[src/verilog/psac_pkg.sv]
/*
  Constants for the host-side controller of an asynchronous pseudo-static RAM.
  Assumes a single 25 MHz core clock; all pin timing is derived from it here.
*/
package psac_pkg;

  // Clock period in nanoseconds
  localparam int CLK_PERIOD_NS = 40;

  // Pin and timer widths
  localparam int ADDR_W  = 22;
  localparam int DATA_W  = 16;
  localparam int TIMER_W = 18;

  // Least read and write cycle, least write strobe width (ns)
  localparam int READ_CYCLE_MIN_NS   = 70;
  localparam int WRITE_CYCLE_MIN_NS  = 70;
  localparam int WRITE_PULSE_MIN_NS  = 50;
  // Power-keep select hold after power on (us)
  localparam int POWERUP_SELECT_HOLD_US = 30;
  // Least deep power-down pulse (ms) and hold after exit (us)
  localparam int POWERDOWN_PULSE_MIN_MS = 10;
  localparam int POWERDOWN_EXIT_HOLD_US = 300;

  // Cycle counts: least times round up
  localparam int READ_CYCLES  = (READ_CYCLE_MIN_NS + CLK_PERIOD_NS - 1) / CLK_PERIOD_NS;
  localparam int WPULSE_CYCLES = (WRITE_PULSE_MIN_NS + CLK_PERIOD_NS - 1) / CLK_PERIOD_NS;
  // Setup + strobe + recovery must cover the write cycle
  localparam int WRITE_CYCLES = (WRITE_CYCLE_MIN_NS + CLK_PERIOD_NS - 1) / CLK_PERIOD_NS;
  localparam int POWERUP_CYCLES =
    (POWERUP_SELECT_HOLD_US * 1000 + CLK_PERIOD_NS - 1) / CLK_PERIOD_NS;
  localparam int PD_PULSE_CYCLES =
    (POWERDOWN_PULSE_MIN_MS * 1000000 + CLK_PERIOD_NS - 1) / CLK_PERIOD_NS;
  localparam int EXIT_HOLD_CYCLES =
    (POWERDOWN_EXIT_HOLD_US * 1000 + CLK_PERIOD_NS - 1) / CLK_PERIOD_NS;

  // Controller states
  typedef enum logic [3:0] {
    ST_BOOT   = 4'h0,
    ST_PWRUP  = 4'h1,
    ST_IDLE   = 4'h2,
    ST_READ   = 4'h3,
    ST_WSETUP = 4'h4,
    ST_WPULSE = 4'h5,
    ST_WREC   = 4'h6,
    ST_PD     = 4'h7,
    ST_EXIT   = 4'h8
  } psac_state_e;

endpackage : psac_pkg

[src/verilog/psac_timer.sv]
/*
  Loadable down-counter used for every wait of the controller.
  Assumes the loader issues a load only when it wants a fresh interval.
*/
`timescale 1ns/100ps
module psac_timer (
  // Clock and reset
  input  wire logic                        core_clk,
  input  wire logic                        rst,
  // Load request
  input  wire logic                        load,
  input  wire logic [psac_pkg::TIMER_W-1:0] loadValue,
  // Expiry
  output logic                             done
);

  logic [psac_pkg::TIMER_W-1:0] count;      // Remaining cycles
  logic [psac_pkg::TIMER_W-1:0] next_count; // Next remaining count

  // Load wins; otherwise count down and stop at zero
  always_comb begin
    if (load) begin
      next_count = loadValue;
    end else if (count != '0) begin
      next_count = count - 1'b1;
    end else begin
      next_count = count;
    end
  end

  // Register the counter
  always_ff @(posedge core_clk or posedge rst) begin
    if (rst) begin
      count <= '0;
    end else begin
      count <= next_count;
    end
  end

  // Expired once the count has reached zero; a load in the same cycle shows next cycle
  assign done = (count == '0);

endmodule : psac_timer

[src/verilog/psac_host.sv]
/*
  Host controller driving an asynchronous pseudo-static RAM over its pins:
  power-up hold, single-word reads and writes, deep power-down entry and exit.
  Assumes a user port that holds a request until taken and pins synchronous
  to core_clk.
*/
`timescale 1ns/100ps
module psac_host #(
  parameter int PD_PULSE_CYCLES  = psac_pkg::PD_PULSE_CYCLES,
  parameter int EXIT_HOLD_CYCLES = psac_pkg::EXIT_HOLD_CYCLES
) (
  // Clock and reset
  input  wire logic                        core_clk,
  input  wire logic                        rst,
  // User request
  input  wire logic                        reqValid,
  input  wire logic                        reqWrite,
  input  wire logic [psac_pkg::ADDR_W-1:0] reqAddr,
  input  wire logic [psac_pkg::DATA_W-1:0] reqData,
  input  wire logic [1:0]                  reqByteEn,
  output logic                             reqReady,
  // User answer
  output logic                             respValid,
  output logic [psac_pkg::DATA_W-1:0]      respData,
  // Power control and status
  input  wire logic                        pdReq,
  input  wire logic                        lostClear,
  output logic                             pdActive,
  output logic                             contentsLost,
  // Memory pins
  output logic [psac_pkg::ADDR_W-1:0]      memAddr,
  output logic                             primary_select_n,
  output logic                             power_keep_select,
  output logic                             lower_byte_select_n,
  output logic                             upper_byte_select_n,
  output logic                             writeStrobeN,
  output logic                             outputEnableN,
  output logic [psac_pkg::DATA_W-1:0]      dataOut,
  output logic                             dataOe,
  input  wire logic [psac_pkg::DATA_W-1:0] dataIn
);

  psac_pkg::psac_state_e state, next_state;   // Sequencer state
  logic                        next_reqReady;  // Ready for a new request
  logic                        next_respValid; // Read answer strobe
  logic [psac_pkg::DATA_W-1:0] next_respData;  // Captured read word
  logic                        next_pdActive;  // Power-down status
  logic                        next_lost;      // Contents lost flag
  logic [psac_pkg::ADDR_W-1:0] next_memAddr;   // Address pins
  logic                        next_cs;        // Primary select
  logic                        next_keep;      // Power-keep select
  logic                        next_lb;        // Lower byte select
  logic                        next_ub;        // Upper byte select
  logic                        next_we;        // Write strobe
  logic                        next_oe;        // Output enable
  logic [psac_pkg::DATA_W-1:0] next_dataOut;   // Write data
  logic                        next_dataOe;    // Data drive enable
  logic                        tLoad;          // Timer load
  logic [psac_pkg::TIMER_W-1:0] tValue;        // Timer load value
  logic                        tDone;          // Timer expired

  // Shared interval timer
  psac_timer u_timer (
    .core_clk  (core_clk),
    .rst       (rst),
    .load      (tLoad),
    .loadValue (tValue),
    .done      (tDone)
  );

  // Sequencer: computes every next pin and status value
  always_comb begin
    next_state     = state;
    next_respValid = 1'b0;
    next_respData  = respData;
    next_memAddr   = memAddr;
    next_cs        = primary_select_n;
    next_keep      = power_keep_select;
    next_lb        = lower_byte_select_n;
    next_ub        = upper_byte_select_n;
    next_we        = writeStrobeN;
    next_oe        = outputEnableN;
    next_dataOut   = dataOut;
    next_dataOe    = dataOe;
    next_lost      = contentsLost & ~lostClear;
    tLoad          = 1'b0;
    tValue         = '0;
    unique case (state)
      // Start the power-up hold with power-keep high
      psac_pkg::ST_BOOT: begin
        tLoad      = 1'b1;
        tValue     = psac_pkg::TIMER_W'(psac_pkg::POWERUP_CYCLES - 1);
        next_state = psac_pkg::ST_PWRUP;
      end
      // No access until the hold has run out
      psac_pkg::ST_PWRUP: begin
        if (tDone) begin
          next_state = psac_pkg::ST_IDLE;
        end
      end
      // Power-down takes priority over a waiting access
      psac_pkg::ST_IDLE: begin
        if (pdReq) begin
          next_keep  = 1'b0;
          tLoad      = 1'b1;
          tValue     = psac_pkg::TIMER_W'(PD_PULSE_CYCLES - 1);
          next_state = psac_pkg::ST_PD;
        end else if (reqValid) begin
          next_memAddr = reqAddr;
          next_cs      = 1'b0; // Select falls before the strobe
          next_lb      = ~reqByteEn[0];
          next_ub      = ~reqByteEn[1];
          if (reqWrite) begin
            // Output enable already high, so memory is released
            next_dataOut = reqData;
            next_dataOe  = 1'b1;
            next_state   = psac_pkg::ST_WSETUP;
          end else begin
            next_oe    = 1'b0;
            tLoad      = 1'b1;
            tValue     = psac_pkg::TIMER_W'(psac_pkg::READ_CYCLES - 1);
            next_state = psac_pkg::ST_READ;
          end
        end
      end
      // Hold a full-length read, then capture and release
      psac_pkg::ST_READ: begin
        if (tDone) begin
          next_respData  = dataIn;
          next_respValid = 1'b1;
          next_cs        = 1'b1;
          next_oe        = 1'b1;
          next_lb        = 1'b1;
          next_ub        = 1'b1;
          next_state     = psac_pkg::ST_IDLE;
        end
      end
      // One setup cycle, then the strobe falls
      psac_pkg::ST_WSETUP: begin
        next_we    = 1'b0;
        tLoad      = 1'b1;
        tValue     = psac_pkg::TIMER_W'(psac_pkg::WPULSE_CYCLES - 1);
        next_state = psac_pkg::ST_WPULSE;
      end
      // Strobe rises while selects are still low
      psac_pkg::ST_WPULSE: begin
        if (tDone) begin
          next_we    = 1'b1;
          next_state = psac_pkg::ST_WREC;
        end
      end
      // Release selects and data one cycle after the strobe
      psac_pkg::ST_WREC: begin
        next_cs     = 1'b1;
        next_lb     = 1'b1;
        next_ub     = 1'b1;
        next_dataOe = 1'b0;
        next_state  = psac_pkg::ST_IDLE;
      end
      // Keep power-keep low for the least pulse and while asked
      psac_pkg::ST_PD: begin
        if (tDone && !pdReq) begin
          next_keep  = 1'b1;
          tLoad      = 1'b1;
          tValue     = psac_pkg::TIMER_W'(EXIT_HOLD_CYCLES - 1);
          next_state = psac_pkg::ST_EXIT;
        end
      end
      // Wait out the exit hold before any access
      psac_pkg::ST_EXIT: begin
        if (tDone) begin
          next_state = psac_pkg::ST_IDLE;
        end
      end
      default: begin
        next_state = psac_pkg::ST_BOOT;
      end
    endcase
    // Entering power-down destroys contents; set wins over clear
    if (state == psac_pkg::ST_PD) begin
      next_lost = 1'b1;
    end
    next_reqReady = (next_state == psac_pkg::ST_IDLE) && !tLoad;
    next_pdActive = (next_state == psac_pkg::ST_PD) || (next_state == psac_pkg::ST_EXIT);
  end

  // Register state and all pins; everything but power-keep idles deselected
  always_ff @(posedge core_clk or posedge rst) begin
    if (rst) begin
      state               <= psac_pkg::ST_BOOT;
      reqReady            <= 1'b0;
      respValid           <= 1'b0;
      respData            <= '0;
      pdActive            <= 1'b0;
      contentsLost        <= 1'b0;
      memAddr             <= '0;
      primary_select_n    <= 1'b1;
      power_keep_select   <= 1'b1;
      lower_byte_select_n <= 1'b1;
      upper_byte_select_n <= 1'b1;
      writeStrobeN        <= 1'b1;
      outputEnableN       <= 1'b1;
      dataOut             <= '0;
      dataOe              <= 1'b0;
    end else begin
      state               <= next_state;
      reqReady            <= next_reqReady;
      respValid           <= next_respValid;
      respData            <= next_respData;
      pdActive            <= next_pdActive;
      contentsLost        <= next_lost;
      memAddr             <= next_memAddr;
      primary_select_n    <= next_cs;
      power_keep_select   <= next_keep;
      lower_byte_select_n <= next_lb;
      upper_byte_select_n <= next_ub;
      writeStrobeN        <= next_we;
      outputEnableN       <= next_oe;
      dataOut             <= next_dataOut;
      dataOe              <= next_dataOe;
    end
  end

  // Helper counters for the checks below
  logic [17:0] keepHighCnt; // Cycles with power-keep high, saturating
  logic [17:0] keepLowCnt;  // Cycles with power-keep low, saturating
  logic        keepDropped; // Power-keep has been low since reset
  always_ff @(posedge core_clk or posedge rst) begin
    if (rst) begin
      keepHighCnt <= '0;
      keepLowCnt  <= '0;
      keepDropped <= 1'b0;
    end else begin
      keepDropped <= keepDropped | ~power_keep_select;
      keepHighCnt <= !power_keep_select ? '0 : (&keepHighCnt ? keepHighCnt : keepHighCnt + 1'b1);
      keepLowCnt  <= power_keep_select ? '0 : (&keepLowCnt ? keepLowCnt : keepLowCnt + 1'b1);
    end
  end

  property p_read_len;
    @(posedge core_clk) disable iff (rst)
      ($fell(primary_select_n) && !outputEnableN) |-> !primary_select_n [*2];
  endproperty
  a_read_len: assert property (p_read_len) else $error("read cycle too short");

  property p_write_len;
    @(posedge core_clk) disable iff (rst)
      $fell(writeStrobeN) |-> (!writeStrobeN && !primary_select_n) [*2]
        ##1 (writeStrobeN && !primary_select_n);
  endproperty
  a_write_len: assert property (p_write_len) else $error("write strobe shape wrong");

  property p_write_oe;
    @(posedge core_clk) disable iff (rst)
      !writeStrobeN |-> outputEnableN && dataOe && $past(!primary_select_n);
  endproperty
  a_write_oe: assert property (p_write_oe) else $error("write without release");

  property p_no_fight;
    @(posedge core_clk) disable iff (rst)
      dataOe |-> outputEnableN && $past(outputEnableN);
  endproperty
  a_no_fight: assert property (p_no_fight) else $error("data driven against memory");

  // After a power-down only the exit hold applies, not the power-on hold
  property p_powerup;
    @(posedge core_clk) disable iff (rst)
      $fell(primary_select_n) |->
        keepHighCnt >= (keepDropped ? 18'(EXIT_HOLD_CYCLES) : 18'(psac_pkg::POWERUP_CYCLES));
  endproperty
  a_powerup: assert property (p_powerup) else $error("access before select hold");

  property p_pd_pulse;
    @(posedge core_clk) disable iff (rst)
      $rose(power_keep_select) |-> $past(keepLowCnt) >= 18'(PD_PULSE_CYCLES - 1);
  endproperty
  a_pd_pulse: assert property (p_pd_pulse) else $error("power-down pulse too short");

  property p_lost;
    @(posedge core_clk) disable iff (rst)
      $fell(power_keep_select) |-> ##2 contentsLost;
  endproperty
  a_lost: assert property (p_lost) else $error("loss flag not set");

endmodule : psac_host

[config.mk]
export PLATFORM = sky130hd
export DESIGN_NAME = psac_host
export DESIGN_NICKNAME = d
export VERILOG_FILES = /design/src/verilog/psac_pkg.sv /design/src/verilog/psac_timer.sv /design/src/verilog/psac_host.sv
export SDC_FILE = /design/constraint.sdc
export NUM_CORES = 1
export LEC_CHECK = 0
export ABC_CLOCK_PERIOD_IN_PS = 4900
export BUFFER_PORTS_ARGS = -buffer_cell sky130_fd_sc_hd__buf_4
export CAP_MARGIN = 30
export CORE_AREA = 3 3 121 123
export DETAILED_ROUTE_END_ITERATION = 7
export DIE_AREA = 0 0 124 126
export HOLD_SLACK_MARGIN = 0.02
export PLACE_DENSITY_LB_ADDON = 0.15
export SKIP_CTS_REPAIR_TIMING = 1
export SYNTH_ARGS = -nofsm -noshare
export SYNTH_HDL_FRONTEND = slang
export SYNTH_HIERARCHICAL = 1
export SYNTH_SLANG_ARGS = --single-unit
[constraint.sdc]
create_clock -name core_clk -period 4.9 [get_ports core_clk]
set_input_delay 0.98 -clock core_clk [delete_from_list [all_inputs] [get_ports core_clk]]
set_output_delay 0.98 -clock core_clk [all_outputs]
set_load 0.005 [all_outputs]
==> flow_summary.ini, run 1 <==
[outcome]
status = complete, no violations

[floorplanning]
io_pins = 127
rows = 43
start_util = 0.295
die_x_um = 124
core_sq_um = 13800
die_area_sq_um = 15600
die_h_um = 126

[power]
p_leak_nw = 2.73
ir_drop_mv = 0.146
power_density_nw_per_um2 = 370

[cts]
cts.htree.levels = 3
tritoncts = yes
clock_path_buffers = 2
cts.sinks = 87
insertion_delay_ns = 0.33
path_clk_slew_ns = 0.06
cts_root_buffer = clkbuf_16
cts_buffers = 9

[yosys]
synth_cells = 356
synth_fa_ha_area_frac = 0.00308
synth-edff-count = 0
async_flop_share = 1.00
syn_area_per_cell_sq_um = 11.4
syn-cell-area_sq_um = 4060
synth_top_family_by_area = simple AND/OR/NAND/NOR gates
synth_compound_area_frac = 0.100
yosysUniqueCellTypes = 64
yosys_warnings = 6
ys_ff_latch = 87
ys.flop_type = dfrtp_1
synthSimpleGateAreaFrac = 0.181
yosysSeqAreaShare = 0.538
synth_xor_area_frac = 0.0216
muxShareOfSynthArea = 0.119

[sta]
maxSlewViolCount = 0
worst_slew_pin_slew_ns = 0.839
relSlewSlack = 0.441
rsz0062_at_grt = false
finalSetupTns_ns = 0
max_freq_mhz = 323
hold_viol_final = 0
finalCritPeriodShare = 0.632
skew_ns = 0.00511
min_period_ns = 3.10
setup_viol = 0

[critical_path]
crit_family = simple AND/OR/NAND/NOR gates
critPathMaxFanout = 27
path_cells = inv_1, ha_1, nor3b_2, nand4_4, nor2_1, buf_4, nand4_1, o31ai_2, buf_4, inv_1, o211a_1
cp.buffers_inverters = 4
critPathSlowestCell = nor3b_2
cpPeakStageDelay_ns = 0.49
required_ns = 5.12
r2r_slack_ns = 1.80
start_kind = register
worst_r2r_path_depth = 11
crit_cells = 11
cp.arrival_ns = 3.32
crit_path_end_kind = register
crit_type = register to register

[min_path]
min_path_type = register to register
whs_path_depth = 2

[cells_and_area]
syn2layout_area_growth_pct = 35.3
drive_gt1_frac = 0.431
fillers = 1394
antennaDiodeCount = 0
nets = 548
fin_area_sq_um = 5490

[placed_design]
gp_congestion = 0.756
hpwl_um = 7380
place_area_sq_um = 5200
io_buffers = 126

[grt]
grt_max_degree = 39
grt_pass1_wl_um = 16500
grt_pass1_vias = 3302
track_usage = 0.132
antenna_found_initial = 0
overflow = 0

[routing]
wire_per_inst_um = 14.8
drtIter0Drc = 172
dr.pass1.iters = 4
drc_errors = 0
routed_wl_um = 9950
viasPerCell = 4.60
routed-via-count = 3081
final_antenna_net_count = 0

[flow_run]
drv_cap = 0
[Yosys cell counts, drive strengths merged, types with 3 or more instances]
master   instances  area (sq um)
dfrtp           81          2030
nand2           67           259
mux2            39           473
nor2            19          73.8
inv             14          52.6
buf             13          87.6
xnor2            9          78.8
o211a            8          80.1
nand2b           7          51.3
o21ai            7          35.0
a21oi            6          30.0
dfstp            6           158
nand3            6          30.0
o31ai            6          45.0
nand4            5          52.6
a31oi            4          25.0
nor2b            4          25.0
nor4             4          40.0
or3              4          25.0
a2bb2oi          3          26.3
and2b            3          22.5
[metrics by stage]
step / util / instances / worst slack, ns / hold slack [ns] / total power [W]
after global placement: 0.376 / 652 / 1.92 / 0.463 / 0.00137
after floorplan: - / 357 / 1.91 / 0.470 / 0.00122
final: 0.399 / 670 / 1.80 / 0.478 / 0.00203
after detailed placement: 0.378 / 654 / 1.81 / 0.466 / 0.00137
after global routing: 0.399 / 670 / 1.53 / 0.509 / 0.00215
after CTS: 0.399 / 670 / 1.80 / 0.481 / 0.00207
[layout by cell type (no fill, tap or decap), drive strengths merged, types with 7 or more instances in the layout]
| cell type | netlist | final |
|---|---|---|
| buf | 13 | 132 |
| dfrtp | 81 | 81 |
| nand2 | 67 | 67 |
| mux2 | 39 | 39 |
| nor2 | 19 | 19 |
| inv | 14 | 14 |
| clkbuf | 2 | 12 |
| xnor2 | 9 | 9 |
| o211a | 8 | 8 |
| o21ai | 7 | 7 |
| nand2b | 7 | 7 |
[where the power goes]
group	switching, W	total (W)	internal, W
combinational	0.000193	0.000416	0.000223
clock	0.000264	0.000671	0.000406
sequential	0.000129	0.000943	0.000814
total	0.000586	0.00203	0.00144
[logic make-up after synthesis]
family	count (synthesis)
compound gates	52
flops	87
xor+xnor	10
fa+ha+maj	1
other cells	1
mux	40
simple gates	136
buf+inv	29
[tightest hold or removal path, cell delays in order, from the launching register on]
cell	delay, ns
dfrtp_1	0.34
nand2_1	0.05
nand2_1	0.05
[final timing paths]
check | from | to
worst max-delay path | u_timer/count[0] | u_timer/count[0]
worst min-delay path | respData[13] | respData[13]
worst max register to register | u_timer/count[0] | u_timer/count[0]
worst min register to register | respData[13] | respData[13]
max in group asynchronous | rst | power_keep_select
min in group asynchronous | rst | memAddr[20]
[final cells by class]
class	instances	area, sq um	share of cell area
clock buffer	12	246	0.0449
tap	180	225	0.0410
sequential	87	2180	0.398
clock inverter	4	45.0	0.00820
multi-input combinational	241	1740	0.316
inverter	14	52.6	0.00957
timing repair buffer	132	1000	0.182
[flip-flops by register name, indices dropped and copies added (netlist names), 4 cells and up]
signal	count
dataOut	16
respData	16
memAddr	22
state	4
u_timer/count	18
[per-layer routing]
| metal | routed length [um] | vias up | track usage |
|---|---|---|---|
| met5 | 0 | - | 0 |
| met4 | 169 | 0 | 0.0541 |
| met3 | 777 | 11 | 0.0516 |
| met2 | 4720 | 78 | 0.207 |
| met1 | 4280 | 1493 | 0.163 |
| li1 | - | 1499 | - |
No activity file was read; power rests on OpenSTA's default activity.
==> inputs of run 2 (changes only) <==
--- a/config.mk
+++ b/config.mk
@@ -5,7 +5,7 @@
 export SDC_FILE = /design/constraint.sdc
 export NUM_CORES = 1
 export LEC_CHECK = 0
-export ABC_CLOCK_PERIOD_IN_PS = 4900
+export ABC_CLOCK_PERIOD_IN_PS = 2800
 export BUFFER_PORTS_ARGS = -buffer_cell sky130_fd_sc_hd__buf_4
 export CAP_MARGIN = 30
 export CORE_AREA = 3 3 121 123
==> constraint.sdc (replaced) <==
create_clock -name core_clk -period 2.8 [get_ports core_clk]
set_input_delay 0.56 -clock core_clk [delete_from_list [all_inputs] [get_ports core_clk]]
set_output_delay 0.56 -clock core_clk [all_outputs]
set_load 0.005 [all_outputs]
==> run 2 against run 1 <==
Effect of this change: sequential cell count is the same; cell count up 1.5%; clock power is 62% higher; highest routed layer unchanged; critical path depth down 2; sequential power is 75% higher.
==> flow_summary.ini, run 2 (same netlist as run 1, synthesis figures left out) <==
[cts]
cts_buffers = 9
cts.htree.levels = 3
cts.sinks = 87
tritoncts = yes
path_clk_slew_ns = 0.07
insertion_delay_ns = 0.34
clock_path_buffers = 2
cts_root_buffer = clkbuf_16

[grt]
track_usage = 0.136
overflow = 0
met1_usage = 0.162
antenna_found_initial = 0
busiest_layer = met2
grt_pass1_wl_um = 16900
grt_max_degree = 41
grt_use_met2 = 0.221
grt_use_met3 = 0.0602
grt_pass1_vias = 3389

[cells_and_area]
largest_register_ffs = 22
layout_commonest_cell = buf_4
syn2layout_area_growth_pct = 36.6
fin_area_sq_um = 5550
fillers = 1407
layout_common_cells = 143 x buf_4, 81 x dfrtp_1, 66 x nand2_1, 30 x mux2_2, 17 x nor2_1
postLayoutCoreUtil = 0.403
top_register = memAddr
drive_gt1_frac = 0.446
finalNonFillerCells = 680
nets = 559
largest_registers = memAddr: 22 flops, u_timer/count: 18 flops
antennaDiodeCount = 0

[placed_design]
place_area_sq_um = 5280
gp_congestion = 0.773
io_buffers = 126
placedCellCount = 665
preCtsSetupSlack_ns = 0.206
hpwl_um = 7390

[critical_path]
crit_path_end_kind = register
critPathMaxFanout = 6
start_kind = register
required_ns = 3.06
r2r_slack_ns = 0.26
crit_type = register to register
cp.arrival_ns = 2.80

[routing]
drtIter0Drc = 153
routed_wl_um = 9880
routed-via-count = 3119
wire_per_inst_um = 14.5
drc_errors = 0
final_antenna_net_count = 0
dr.pass1.iters = 7
viasPerCell = 4.59

[sta]
max_freq_mhz = 394
worst_slew_pin_slew_ns = 0.855
setup_viol = 0
hold_viol_final = 0
final.setup.worst_slack_ns = 0.259
relSlewSlack = 0.429
rsz0062_at_grt = false
min_period_ns = 2.54
finalCritPeriodShare = 0.907
finalSetupTns_ns = 0
skew_ns = 0.00951
maxSlewViolCount = 0

[floorplanning]
die_h_um = 126
die_x_um = 124
io_pins = 127
start_util = 0.295
rows = 43
core_sq_um = 13800
die_area_sq_um = 15600

[power]
ir_drop_mv = 0.247
power_density_nw_per_um2 = 632
p_leak_nw = 2.76

[outcome]
status = complete, no violations

[flow_run]
drv_cap = 0

[min_path]
min_path_type = input pin to async pin
run 2: power by group:
group          switching [W]  total (W)  internal [W]
sequential          0.000230    0.00165       0.00142
clock               0.000472    0.00109      0.000619
combinational       0.000347   0.000759      0.000412
run 2: stage by stage:
step / total power [W] / hold WS, ns
after floorplan: 0.00215 / 0.470
after global placement: 0.00242 / 0.461
after detailed placement: 0.00244 / 0.464
after CTS: 0.00357 / 0.341
after global routing: 0.00371 / 0.351
final: 0.00350 / 0.355
run 2: layer usage:
layer  share of wire  up-vias
met4           0.014        0
met3           0.077        9
li1                -     1516
met2            0.49       74
met5               0        -
met1            0.42     1520
run 2: area by class of cell:
type,instances,area [sq um],area share
Tap cell,180,225,0.0406
Clock inverter,3,20.0,0.00361
Multi-Input combinational cell,241,1750,0.315
Timing Repair Buffer,143,1070,0.194
Clock buffer,12,246,0.0444
Sequential cell,87,2180,0.394
Inverter,14,52.6,0.00947
run 2: path summary, 6_finish.rpt:
| path | start | end | cells after the start |
|---|---|---|---|
| hold reg to reg | respData[5] | respData[5] | 2 |
| setup reg to reg | u_timer/count[13] | reqReady | 9 |
| setup / recovery | u_timer/count[13] | reqReady | 9 |
| min in group core_clk | reqByteEn[0] | lower_byte_select_n | 2 |
| hold / removal | rst | u_timer/count[0] | 2 |
| max in group asynchronous | rst | respData[14] | 3 |
run 2: worst max-delay path, cell delays in order, from the launching register on:
cell and delay (ns):
dfrtp_1 0.43, or4_4 0.58, nand2b_4 0.18, nor2_2 0.25, buf_4 0.17, nor2b_1 0.16
a22oi_1 0.09, o221ai_1 0.26, and2b_1 0.18, nor3b_2 0.15
